### config.mk
export PLATFORM = sky130hd
export DESIGN_NAME = clk_ratio_ctrl
export DESIGN_NICKNAME = d
export VERILOG_FILES = /design/src/rtl/clk_ratio_pkg.sv /design/src/rtl/ratio_decode.sv /design/src/rtl/clk_ratio_ctrl.sv
export SDC_FILE = /design/constraint.sdc
export NUM_CORES = 1
export LEC_CHECK = 0
export BUFFER_PORTS_ARGS = -buffer_cell sky130_fd_sc_hd__buf_4
export CORE_ASPECT_RATIO = 1.75
export CORE_MARGIN = 1.5
export CORE_UTILIZATION = 47
export DETAILED_ROUTE_END_ITERATION = 8
export PLACE_DENSITY = 0.88
export SYNTH_ARGS = -nofsm -noshare
export SYNTH_HDL_FRONTEND = slang
export SYNTH_SLANG_ARGS = --single-unit
### constraint.sdc
create_clock -name mclk -period 2.6 [get_ports mclk]
set_input_delay 0.13 -clock mclk [delete_from_list [all_inputs] [get_ports mclk]]
set_output_delay 0.13 -clock mclk [all_outputs]
set_load 0.1 [all_outputs]
### src/rtl/clk_ratio_pkg.sv
/*
  constants, types and state layout for the core clock ratio control block.
  assumes one bus clock (mclk) and a classic wishbone register slave.
*/
// How it works
// - ratio codes 100110..110010 give core multipliers 11x to 14x.
// - ratio codes 000110..111010 give core multipliers 15x to 28x.
// - code 001100: pll disabled, core clocked straight from the bus clock.
// - code 111100: pll off, no core clocking whatever the bus clock does.
// - in bypass, processor bus runs at half the input clock, core at full.
// - listed multipliers hold only with frequency switching off.
package clk_ratio_pkg;

  // ratio select encodings
  localparam logic [5:0] RS_11X = 6'h26;
  localparam logic [5:0] RS_11P5X = 6'h00;
  localparam logic [5:0] RS_12X = 6'h2e;
  localparam logic [5:0] RS_12P5X = 6'h3e;
  localparam logic [5:0] RS_13X = 6'h16;
  localparam logic [5:0] RS_13P5X = 6'h38;
  localparam logic [5:0] RS_14X = 6'h32;
  localparam logic [5:0] RS_15X = 6'h06;
  localparam logic [5:0] RS_16X = 6'h36;
  localparam logic [5:0] RS_17X = 6'h02;
  localparam logic [5:0] RS_18X = 6'h0a;
  localparam logic [5:0] RS_20X = 6'h0e;
  localparam logic [5:0] RS_21X = 6'h12;
  localparam logic [5:0] RS_24X = 6'h1a;
  localparam logic [5:0] RS_28X = 6'h3a;
  localparam logic [5:0] RS_BYPASS = 6'h0c;
  localparam logic [5:0] RS_OFF = 6'h3c;

  // multipliers in half steps (value = 2 * multiplier)
  localparam logic [7:0] MX2_11 = 8'h16;
  localparam logic [7:0] MX2_11P5 = 8'h17;
  localparam logic [7:0] MX2_12 = 8'h18;
  localparam logic [7:0] MX2_12P5 = 8'h19;
  localparam logic [7:0] MX2_13 = 8'h1a;
  localparam logic [7:0] MX2_13P5 = 8'h1b;
  localparam logic [7:0] MX2_14 = 8'h1c;
  localparam logic [7:0] MX2_15 = 8'h1e;
  localparam logic [7:0] MX2_16 = 8'h20;
  localparam logic [7:0] MX2_17 = 8'h22;
  localparam logic [7:0] MX2_18 = 8'h24;
  localparam logic [7:0] MX2_20 = 8'h28;
  localparam logic [7:0] MX2_21 = 8'h2a;
  localparam logic [7:0] MX2_24 = 8'h30;
  localparam logic [7:0] MX2_28 = 8'h38;
  localparam logic [7:0] MX2_1 = 8'h02;
  localparam logic [7:0] MX2_NONE = 8'h00;

  // register map (byte addresses)
  localparam logic [3:0] ADR_CTRL = 4'h0;
  localparam logic [3:0] ADR_STATUS = 4'h4;

  // ctrl fields: dynamic frequency switching enable and divide
  localparam int CTRL_SW_EN = 0;
  localparam int CTRL_SW_DIV_LO = 1;
  localparam int CTRL_SW_DIV_HI = 2;
  // status fields
  localparam int ST_SEL_LO = 0;
  localparam int ST_SEL_HI = 5;
  localparam int ST_MODE_LO = 6;
  localparam int ST_MODE_HI = 7;
  localparam int ST_RSVD = 8;
  localparam int ST_MULT_LO = 16;
  localparam int ST_MULT_HI = 23;

  typedef enum logic [1:0] {
    MODE_OFF,
    MODE_PLL,
    MODE_BYPASS
  } clk_mode_t;

  typedef struct packed {
    logic [7:0] mult_x2;
    clk_mode_t mode;
    logic reserved;
  } ratio_dec_t;

  typedef struct packed {
    logic captured;
    logic [5:0] sel;
    logic sw_en;
    logic [1:0] sw_div;
    logic ack;
    logic [31:0] rdat;
    logic core_en;
    logic bus_en;
    logic pll_en;
    logic [7:0] mult_x2;
    clk_mode_t mode;
    logic reserved;
  } ratio_state_t;

  localparam ratio_state_t STATE_RESET = '{
    captured: 1'b0, sel: RS_OFF, sw_en: 1'b0, sw_div: 2'h0,
    ack: 1'b0, rdat: 32'h0, core_en: 1'b0, bus_en: 1'b0, pll_en: 1'b0,
    mult_x2: MX2_NONE, mode: MODE_OFF, reserved: 1'b0};

endpackage

### src/rtl/ratio_decode.sv
/*
  combinational decode of the six-bit ratio select into multiplier and mode.
  assumes the select is already held stable by the caller.
*/
`timescale 1ns/1ps
`default_nettype none
module ratio_decode (
  input wire logic [5:0] sel, // ratio select code
  output var clk_ratio_pkg::ratio_dec_t dec // multiplier, mode, reserved flag
);
  always_comb begin
    dec.mult_x2 = clk_ratio_pkg::MX2_NONE;
    dec.mode = clk_ratio_pkg::MODE_PLL;
    dec.reserved = 1'b0;
    unique case (sel)
      clk_ratio_pkg::RS_11X: dec.mult_x2 = clk_ratio_pkg::MX2_11;
      clk_ratio_pkg::RS_11P5X: dec.mult_x2 = clk_ratio_pkg::MX2_11P5;
      clk_ratio_pkg::RS_12X: dec.mult_x2 = clk_ratio_pkg::MX2_12;
      clk_ratio_pkg::RS_12P5X: dec.mult_x2 = clk_ratio_pkg::MX2_12P5;
      clk_ratio_pkg::RS_13X: dec.mult_x2 = clk_ratio_pkg::MX2_13;
      clk_ratio_pkg::RS_13P5X: dec.mult_x2 = clk_ratio_pkg::MX2_13P5;
      clk_ratio_pkg::RS_14X: dec.mult_x2 = clk_ratio_pkg::MX2_14;
      clk_ratio_pkg::RS_15X: dec.mult_x2 = clk_ratio_pkg::MX2_15;
      clk_ratio_pkg::RS_16X: dec.mult_x2 = clk_ratio_pkg::MX2_16;
      clk_ratio_pkg::RS_17X: dec.mult_x2 = clk_ratio_pkg::MX2_17;
      clk_ratio_pkg::RS_18X: dec.mult_x2 = clk_ratio_pkg::MX2_18;
      clk_ratio_pkg::RS_20X: dec.mult_x2 = clk_ratio_pkg::MX2_20;
      clk_ratio_pkg::RS_21X: dec.mult_x2 = clk_ratio_pkg::MX2_21;
      clk_ratio_pkg::RS_24X: dec.mult_x2 = clk_ratio_pkg::MX2_24;
      clk_ratio_pkg::RS_28X: dec.mult_x2 = clk_ratio_pkg::MX2_28;
      clk_ratio_pkg::RS_BYPASS: begin
        dec.mult_x2 = clk_ratio_pkg::MX2_1;
        dec.mode = clk_ratio_pkg::MODE_BYPASS;
      end
      clk_ratio_pkg::RS_OFF: dec.mode = clk_ratio_pkg::MODE_OFF;
      default: begin
        // reserved codes fail safe: treat like pll off
        dec.mode = clk_ratio_pkg::MODE_OFF;
        dec.reserved = 1'b1;
      end
    endcase
  end
endmodule // ratio_decode
`default_nettype wire

### src/rtl/clk_ratio_ctrl.sv
/*
  core clock ratio control: captures the ratio select after reset, decodes
  it, drives pll enable, core and bus clock enables and the effective
  multiplier, and offers ctrl/status over a classic wishbone slave.
  assumes ratio select, qualifier and bus inputs are synchronous to mclk.
*/
`timescale 1ns/1ps
`default_nettype none
module clk_ratio_ctrl (
  input wire logic mclk, // bus clock, 10 MHz
  input wire logic arst_n, // async reset, active low
  input wire logic [5:0] ratio_select, // ratio select straps
  input wire logic bypass_half_rate_qualifier, // half-rate bus qualifier
  input wire logic wb_cyc_i, // wishbone cycle
  input wire logic wb_stb_i, // wishbone strobe
  input wire logic wb_we_i, // wishbone write
  input wire logic [3:0] wb_adr_i, // wishbone byte address
  input wire logic [3:0] wb_sel_i, // wishbone byte enables
  input wire logic [31:0] wb_dat_i, // wishbone write data
  output logic [31:0] wb_dat_o, // wishbone read data
  output logic wb_ack_o, // wishbone acknowledge
  output logic pll_enable, // pll running
  output logic core_clk_en, // core clock enable
  output logic bus_clk_en, // processor bus clock enable
  output logic [7:0] core_mult_x2, // effective multiplier times two
  output logic ratio_reserved // reserved code applied
);
  clk_ratio_pkg::ratio_state_t st_r;
  clk_ratio_pkg::ratio_state_t st_nxt;
  clk_ratio_pkg::ratio_dec_t dec;
  logic req;
  logic [7:0] eff_mult;

  ratio_decode u_dec (
    .sel(st_r.sel),
    .dec(dec)
  );

  assign req = wb_cyc_i & wb_stb_i;
  // frequency switching divides the core multiplier by 2^sw_div
  assign eff_mult = st_r.sw_en ? (dec.mult_x2 >> st_r.sw_div)
                               : dec.mult_x2;

  always_comb begin
    st_nxt = st_r;
    // straps caught once, on the first edge after reset release
    if (!st_r.captured) begin
      st_nxt.captured = 1'b1;
      st_nxt.sel = ratio_select;
    end
    st_nxt.mode = dec.mode;
    st_nxt.reserved = dec.reserved;
    st_nxt.mult_x2 = eff_mult;
    unique case (dec.mode)
      clk_ratio_pkg::MODE_PLL: begin
        st_nxt.pll_en = 1'b1;
        st_nxt.core_en = 1'b1;
        st_nxt.bus_en = 1'b1;
      end
      clk_ratio_pkg::MODE_BYPASS: begin
        st_nxt.pll_en = 1'b0;
        st_nxt.core_en = 1'b1;
        // bus advances only on qualifier cycles: half the input rate
        st_nxt.bus_en = bypass_half_rate_qualifier;
      end
      clk_ratio_pkg::MODE_OFF: begin
        st_nxt.pll_en = 1'b0;
        st_nxt.core_en = 1'b0;
        st_nxt.bus_en = 1'b0;
      end
      default: begin
        st_nxt.pll_en = 1'b0;
        st_nxt.core_en = 1'b0;
        st_nxt.bus_en = 1'b0;
      end
    endcase
    // wishbone: ack one cycle after request, dropped the cycle after
    st_nxt.ack = req & ~st_r.ack;
    st_nxt.rdat = 32'h0;
    if (req && !st_r.ack && !wb_we_i) begin
      if (wb_adr_i == clk_ratio_pkg::ADR_CTRL) begin
        st_nxt.rdat[clk_ratio_pkg::CTRL_SW_EN] = st_r.sw_en;
        st_nxt.rdat[clk_ratio_pkg::CTRL_SW_DIV_HI:
                    clk_ratio_pkg::CTRL_SW_DIV_LO] = st_r.sw_div;
      end else if (wb_adr_i == clk_ratio_pkg::ADR_STATUS) begin
        st_nxt.rdat[clk_ratio_pkg::ST_SEL_HI:clk_ratio_pkg::ST_SEL_LO] =
          st_r.sel;
        st_nxt.rdat[clk_ratio_pkg::ST_MODE_HI:clk_ratio_pkg::ST_MODE_LO] =
          st_r.mode;
        st_nxt.rdat[clk_ratio_pkg::ST_RSVD] = st_r.reserved;
        st_nxt.rdat[clk_ratio_pkg::ST_MULT_HI:clk_ratio_pkg::ST_MULT_LO] =
          st_r.mult_x2;
      end
    end
    // writes land on the edge where the master sees ack
    if (req && st_r.ack && wb_we_i && wb_sel_i[0] &&
        wb_adr_i == clk_ratio_pkg::ADR_CTRL) begin
      st_nxt.sw_en = wb_dat_i[clk_ratio_pkg::CTRL_SW_EN];
      st_nxt.sw_div = wb_dat_i[clk_ratio_pkg::CTRL_SW_DIV_HI:
                               clk_ratio_pkg::CTRL_SW_DIV_LO];
    end
  end

  always_ff @(posedge mclk or negedge arst_n) begin
    if (!arst_n) begin
      st_r <= clk_ratio_pkg::STATE_RESET;
    end else begin
      st_r <= st_nxt;
    end
  end

  assign wb_dat_o = st_r.rdat;
  assign wb_ack_o = st_r.ack;
  assign pll_enable = st_r.pll_en;
  assign core_clk_en = st_r.core_en;
  assign bus_clk_en = st_r.bus_en;
  assign core_mult_x2 = st_r.mult_x2;
  assign ratio_reserved = st_r.reserved;
endmodule // clk_ratio_ctrl
`default_nettype wire

==> reports/summary.txt, run 1 <==
Overall routed net length: 3.902 mm
Most frequent cells in the layout: sky130_fd_sc_hd__buf_4 (45), sky130_fd_sc_hd__dfrtp_1 (34), sky130_fd_sc_hd__conb_1 (20), sky130_fd_sc_hd__nor2_1 (14), sky130_fd_sc_hd__a21oi_1 (13)
Register bit total from synthesis: 38
M1 WL: 1.351 mm
Number of buffers created by CTS: 5
Post-layout minimum cycle time: 2.168 ns
Die outline width: 54.12 um
Register-to-Register Path Depth: 5
Clock skew after layout: 0.005247 ns
Number of rows created at floorplan: 32
Unique cell type count in the Yosys netlist: 50
Setup crit end kind: register
Routed wire length on met3: 261 um
Highest clock frequency the design can meet: 461.2 MHz
Area delta synth->final: 11.70%
Hold Path End: st_r[48]
Global route overflow: 0
Starting Density: 48.81%
EDFF count, synth: 0
Main synth FF type: sky130_fd_sc_hd__dfrtp_1
Transition time at the pin with the least slew margin: 0.6040 ns
Vias: 1530
First-pass DRT Iterations: 4
DRT iter0 DRCs: 32
Number of clock sinks seen by CTS: 38
Endpoint of the worst register-to-register path: core_mult_x2[2]
Final Cycle Share: 83.40%
Leak: 1.178 nW
Detail Route Antenna Nets: 0
Fin nets: 296
Summed instance area of the synthesized netlist: 2150 um2
Core ar.: 4404 um2
Uppermost metal layer occupied by signal nets: met4
Final estimated routing congestion in global placement: 0.9354
Type of the tightest min-delay check: in -> reg
Gate count after technology mapping: 224
Family with the most delay on the worst path: flip-flops
Full die area: 5004 um2
Cell type of the slowest stage on the worst timing path: sky130_fd_sc_hd__dfstp_2
Placed wire-length estimate: 2.897 mm
Total GRT Usage: 17.45%
Worst setup slack after layout: 0.4316 ns
Endpoints failing setup: 0
I/O Pins: 97
Number of max-slew violations in the final report: 0
Post-CTS setup-driven buffer insertion count: 0
Data arrival at the endpoint of the critical path: 2.34 ns
Slew headroom: 59.73%
Pin count of the biggest net entering global routing: 39
Buffer type at the clock tree root: sky130_fd_sc_hd__clkbuf_8
Register-to-register setup slack: 0.43 ns
Number of antenna violations at the first check in global routing: 0
P per Cell Area: 720.8 nW/um2
Startpoint of the worst hold path: wb_dat_i[2]
Port-buffer cells: 45
DRC violation count after routing: 0
Post-placement setup slack: 0.4687 ns
Yosys Warn Count: 0
Share of synthesized area occupied by flip-flops and latches: 44.47%
Maximum fanout along the worst path: 23
Via count of the first global-routing pass: 1448
Total buffers and inverters traversed by the critical path: 0
Mean instance size in the synthesized netlist: 9.596 um2
Outcome: complete, no violations
Crit-path cells: nor2_1 -> or3_1 -> o31a_1 -> mux2_1 -> a222oi_1
Clock input transition at the sequential cells of the worst setup and hold paths: 0.07 ns
Worst voltage drop across the vdd grid: 491.1 uV
Max-capacitance violation count: 0
Number of vias per cell: 5.222
Setup repair after global routing missed its margin: false
Hold Violations, Final: 0
Worst Hold Depth: 3
Insertion delay to the later sink of the worst-skew pair: 0.29 ns
Post-detailed-route wirelength per cell: 13.32 um
Reg-to-Reg Start: st_r[52]
Sum of negative setup slack: 0 ns
Highest cell delay on the worst timing path: 0.77 ns
Leading cell type in the layout, fill and taps excluded: sky130_fd_sc_hd__buf_4
Startpoint types: register
Die H: 92.46 um
Maximum buffer depth of the clock tree: 2
Number of antenna repair diodes: 0
Critical Setup Path Class: reg -> reg
Wire length of the first global-routing pass: 6.423 mm
Layout cells sized above 1: 27.69%
Share of synthesized flip-flops with an asynchronous set or reset: 100.0%
Met2 WL: 2.173 mm
Critical path data required time: 2.77 ns
TritonCTS clock tree: yes
H-tree lvl count: 2
-- repair_timing --
item,in CTS,in global routing
setup endpoints to repair,0,0
resized for setup,0,0
hold buffers,1,0
hold endpoints to repair,34,0
-- where the power goes --
part	switching, mW	internal, mW	total, mW
clock network	0.208	0.384	0.592
registers	0.0587	0.628	0.686
logic	0.346	0.107	0.452
-- sequential cells by signal (all words and copies together) (netlist names) --
register,count
bus_clk_en,1
core_clk_en,1
core_mult_x2,6
pll_enable,1
ratio_reserved,1
st_r,12
wb_ack_o,1
wb_dat_o,15
-- worst min-delay path, stage by stage --
cell	delay, ns
sky130_fd_sc_hd__buf_4	0.08
sky130_fd_sc_hd__nand2_1	0.03
sky130_fd_sc_hd__o21ai_0	0.05
-- through the flow --
stage / hold WS [ns] / utilization (%) / cell area [um2] / power, mW / instances
floorplan: -0.1656 / - / 2217 / 1.092 / 242
global route: 0.06098 / 54.52 / 2401 / 1.815 / 293
detailed placement: 0.1175 / 51.16 / 2253 / 1.148 / 284
global placement: 0.1071 / 51.16 / 2253 / 1.142 / 284
CTS: 0.03835 / 54.52 / 2401 / 1.746 / 293
finish: 0.04423 / 54.52 / 2401 / 1.731 / 293
-- worst max path at each step --
stage | end | slack (ns) | cells past startpoint | start
after floorplan | bus_clk_en | 0.68 | 8 | st_r[52]
after global placement | core_mult_x2[2] | 0.47 | 5 | st_r[52]
after detailed placement | core_mult_x2[2] | 0.47 | 5 | st_r[52]
after CTS | core_mult_x2[2] | 0.45 | 5 | st_r[52]
after global routing | core_mult_x2[2] | 0.28 | 5 | st_r[51]
final | core_mult_x2[2] | 0.43 | 5 | st_r[52]
-- cell type report --
class                      instances  area [um2]
fill                             425        2003
sequential                        38       955.9
tap                               51       63.81
clock inverter                     3       68.82
inverter                          10       37.54
clock buffer                       5       68.82
multi-input combinational        140       858.3
timing repair buffer              46       347.8
-- cell usage after synthesis, drive strengths merged (3+ instances only) --
library cell / number / area [um2]
nor2: 15 / 58.81
nor3: 7 / 35.03
dfstp: 4 / 105.1
buf: 47 / 339.1
o21ai: 7 / 35.03
a21oi: 13 / 65.06
inv: 10 / 37.54
nand3: 3 / 15.01
nand4: 4 / 25.02
ha: 3 / 37.54
nand2: 9 / 33.78
mux2i: 3 / 30.03
mux2: 8 / 90.09
nor2b: 4 / 25.02
dfrtp: 34 / 850.8
or3: 3 / 18.77
a211oi: 4 / 35.03
clkbuf: 7 / 26.28
and2: 10 / 62.56
-- layer usage --
layer / up-vias / GRT usage [%]
met5: - / 0
met4: 0 / 11.25
met3: 9 / 3.065
met2: 64 / 29.92
met1: 722 / 18.32
li1: 735 / -
-- logic make-up (layout without fill, tap and decap cells) --
logic type | after synthesis | count (layout) | share of synthesized area (%)
adder cells (fa/ha/maj) | 3 | 3 | 1.746
buffers and inverters | 64 | 64 | 18.74
XOR/XNOR | 2 | 2 | 0.8150
AO/OA/AOI/OAI | 39 | 39 | 12.17
other | 2 | 20 | 0.3494
flip-flops | 38 | 38 | 44.47
AND/OR/NAND/NOR | 65 | 65 | 16.12
multiplexers | 11 | 11 | 5.588
Power figures use the tool's default switching activity.
==> run 2, diff against run 1 <==
- clock period: 2.6 -> 2 ns (I/O delays scaled with it)
==> run 2 against run 1 <==
Non-clock buffer count up 14; clock skew up 0.0012 ns; final area up 3.8%; register-to-register slack worse by 0.40 ns; via count up 5.6%; clock power down 17%; hold slack worse by 0.026 ns; critical path depth unchanged; critical path type unchanged; critical endpoint unchanged.
==> reports/summary.txt, run 2 (synthesis results as in run 1) <==
Maximum buffer depth of the clock tree: 2 (unchanged)
Global route overflow: 0 (unchanged)
Layout cells sized above 1: 32.94% (+5.3 points)
Slew headroom: 63.24% (+3.5 points)
Vias: 1616 (+5.6%)
Die outline width: 54.12 um (unchanged)
Endpoint of the worst register-to-register path: core_mult_x2[2]
Hold Path End: st_r[48]
Transition time at the pin with the least slew margin: 0.5514 ns (-0.05265 ns)
Final estimated routing congestion in global placement: 0.9165 (-2.0%)
Area delta synth->final: 15.89%
Register-to-Register Path Depth: 5 (unchanged)
Highest clock frequency the design can meet: 508.8 MHz (+10%)
Sequential cell area: 959.7 um2 (+0.39%)
Cell type of the slowest stage on the worst timing path: sky130_fd_sc_hd__dfstp_2
Starting Density: 48.81% (unchanged)
Number of max-slew violations in the final report: 0 (unchanged)
Post-layout minimum cycle time: 1.965 ns (-0.2030 ns)
DRC violation count after routing: 0 (unchanged)
Family with the most delay on the worst path: flip-flops
Number of antenna repair diodes: 0 (unchanged)
Total GRT Usage: 18.21% (+0.76 points)
FILL cells: 400 (-5.9%)
Port-buffer cells: 45 (unchanged)
Setup crit end kind: register
Largest register FFs: 15 (unchanged)
Insertion delay to the later sink of the worst-skew pair: 0.29 ns (about the same)
Pin count of the biggest net entering global routing: 39 (unchanged)
Critical path data required time: 2.17 ns (-0.60 ns)
Area of combinational cells with multiple inputs: 885.9 um2 (+3.2%)
Worst Hold Depth: 3 (unchanged)
Number of clock sinks seen by CTS: 38 (unchanged)
Via count of the first global-routing pass: 1512 (+4.4%)
Endpoints failing setup: 0 (unchanged)
Total buffers and inverters traversed by the critical path: 0 (unchanged)
Number of antenna violations at the first check in global routing: 0 (unchanged)
Highest cell delay on the worst timing path: 0.61 ns (-0.16 ns)
Clock skew after layout: 0.006463 ns (+0.001217 ns)
Leak: 1.227 nW (+4.2%)
Leading cell type in the layout, fill and taps excluded: sky130_fd_sc_hd__buf_4
Number of vias per cell: 5.281 (+1.1%)
H-tree lvl count: 2 (unchanged)
Wire length of the first global-routing pass: 6.693 mm (+4.2%)
Critical Setup Path Class: reg -> reg
Crit-path cells: nor2_2 -> or3_4 -> o31a_1 -> mux2_1 -> a222oi_1
Die H: 92.46 um (unchanged)
TritonCTS clock tree: yes
Overall routed net length: 4.245 mm (+8.8%)
Startpoint types: register
DRT iter0 DRCs: 48 (+50%)
Fin nets: 310 (+4.7%)
Placed instance area: 2341 um2 (+3.9%)
Maximum fanout along the worst path: 7 (-70%)
Hold Violations, Final: 0 (unchanged)
Full die area: 5004 um2 (unchanged)
Outcome: complete, no violations
Core ar.: 4404 um2 (unchanged)
Final Cycle Share: 98.27% (+15 points)
Cell count along the critical path: 5 (unchanged)
I/O Pins: 97 (unchanged)
Non-Filler Cell Area, Final: 2491 um2 (+3.8%)
Max-capacitance violation count: 0 (unchanged)
Post-detailed-route wirelength per cell: 13.87 um (+4.2%)
Placed wire-length estimate: 3.204 mm (+11%)
Post-Route Utilization: 56.56% (+2.0 points)
Register-to-register setup slack: 0.03 ns (-0.40 ns)
Number of rows created at floorplan: 32 (unchanged)
Clock input transition at the sequential cells of the worst setup and hold paths: 0.07 ns (about the same)
Worst voltage drop across the vdd grid: 480.6 uV (-2.1%)
Number of buffers created by CTS: 5 (unchanged)
Buffer type at the clock tree root: sky130_fd_sc_hd__clkbuf_8
Detail Route Antenna Nets: 0 (unchanged)
P per Cell Area: 819.2 nW/um2 (+14%)
Most frequent cells in the layout: sky130_fd_sc_hd__buf_4 (58), sky130_fd_sc_hd__dfrtp_1 (34), sky130_fd_sc_hd__conb_1 (20), sky130_fd_sc_hd__a21oi_1 (13), sky130_fd_sc_hd__nor2_1 (13)
Type of the tightest min-delay check: in -> reg
Startpoint of the worst hold path: wb_dat_i[2]
Worst setup startpoint: st_r[54]
First-pass DRT Iterations: 4 (unchanged)
Reg-to-Reg Start: st_r[54]
Data arrival at the endpoint of the critical path: 2.14 ns (-0.20 ns)
run 2: cell count changes in the layout (fill, tap and decap cells not counted), sizes merged:
cell,before,now
buf,45,59
clkinv,1,2
bufinv,2,0
run 2: through the flow:
stage / total power [mW] / setup WS, ns / setup TNS (ns) / cells / hold slack [ns]
2_1_floorplan: 1.420 / 0.08123 / 0 / 242 / -0.1956
3_3_place_gp: 1.524 / 0.08873 / 0 / 294 / 0.07818
3_5_place_dp: 1.535 / 0.05868 / 0 / 294 / 0.08582
4_1_cts: 2.032 / 0.03201 / 0 / 302 / 0.02134
5_1_grt: 2.133 / -0.004852 / -0.004852 / 306 / 0.04079
6_report: 2.041 / 0.03466 / 0 / 306 / 0.01774
run 2: where the power goes:
group / switching, mW / total, mW / internal (mW)
Clock: 0.258 / 0.492 / 0.234
Combinational: 0.505 / 0.690 / 0.185
Sequential: 0.0417 / 0.859 / 0.818
run 2: how the worst max path moves through the flow:
stage / end / slack (ns)
finish: core_mult_x2[2] / 0.03
global route: core_mult_x2[2] / -0.005
CTS: core_mult_x2[2] / 0.03
detailed placement: core_mult_x2[2] / 0.06
global placement: core_mult_x2[2] / 0.09
floorplan: bus_clk_en / 0.08
run 2: repair_timing:
item                                   in CTS  in global routing
resized for setup                           0                  6
setup endpoints to repair                   0                  3
hold buffers                                1                  0
endpoints found under the hold margin      34                  0
setup buffers                               0                  4
run 2: tightest hold or removal path, delay by kind of cell:
| family | cells | cell delay (ns) |
|---|---|---|
| AOI/OAI and AO/OA | 1 | 0.06 |
| buffers and inverters | 1 | 0.08 |
| and+or+nand+nor | 1 | 0.04 |
run 2: area by class of cell:
cell class / instances / share of cell area, %
clock buffer: 5 / 2.762
multi-input combinational: 140 / 35.56
timing repair buffer: 60 / 18.68
inverter: 10 / 1.507
tap: 51 / 2.562
clock inverter: 2 / 0.4018
sequential: 38 / 38.52
run 2: routing by layer:
layer | global-route usage [%] | up-vias | wire length (um)
li1 | - | 764 | -
met1 | 18.60 | 768 | 1418
met2 | 32.23 | 68 | 2416
met3 | 3.387 | 16 | 229
met4 | 10.42 | 0 | 180
met5 | 0 | - | 0
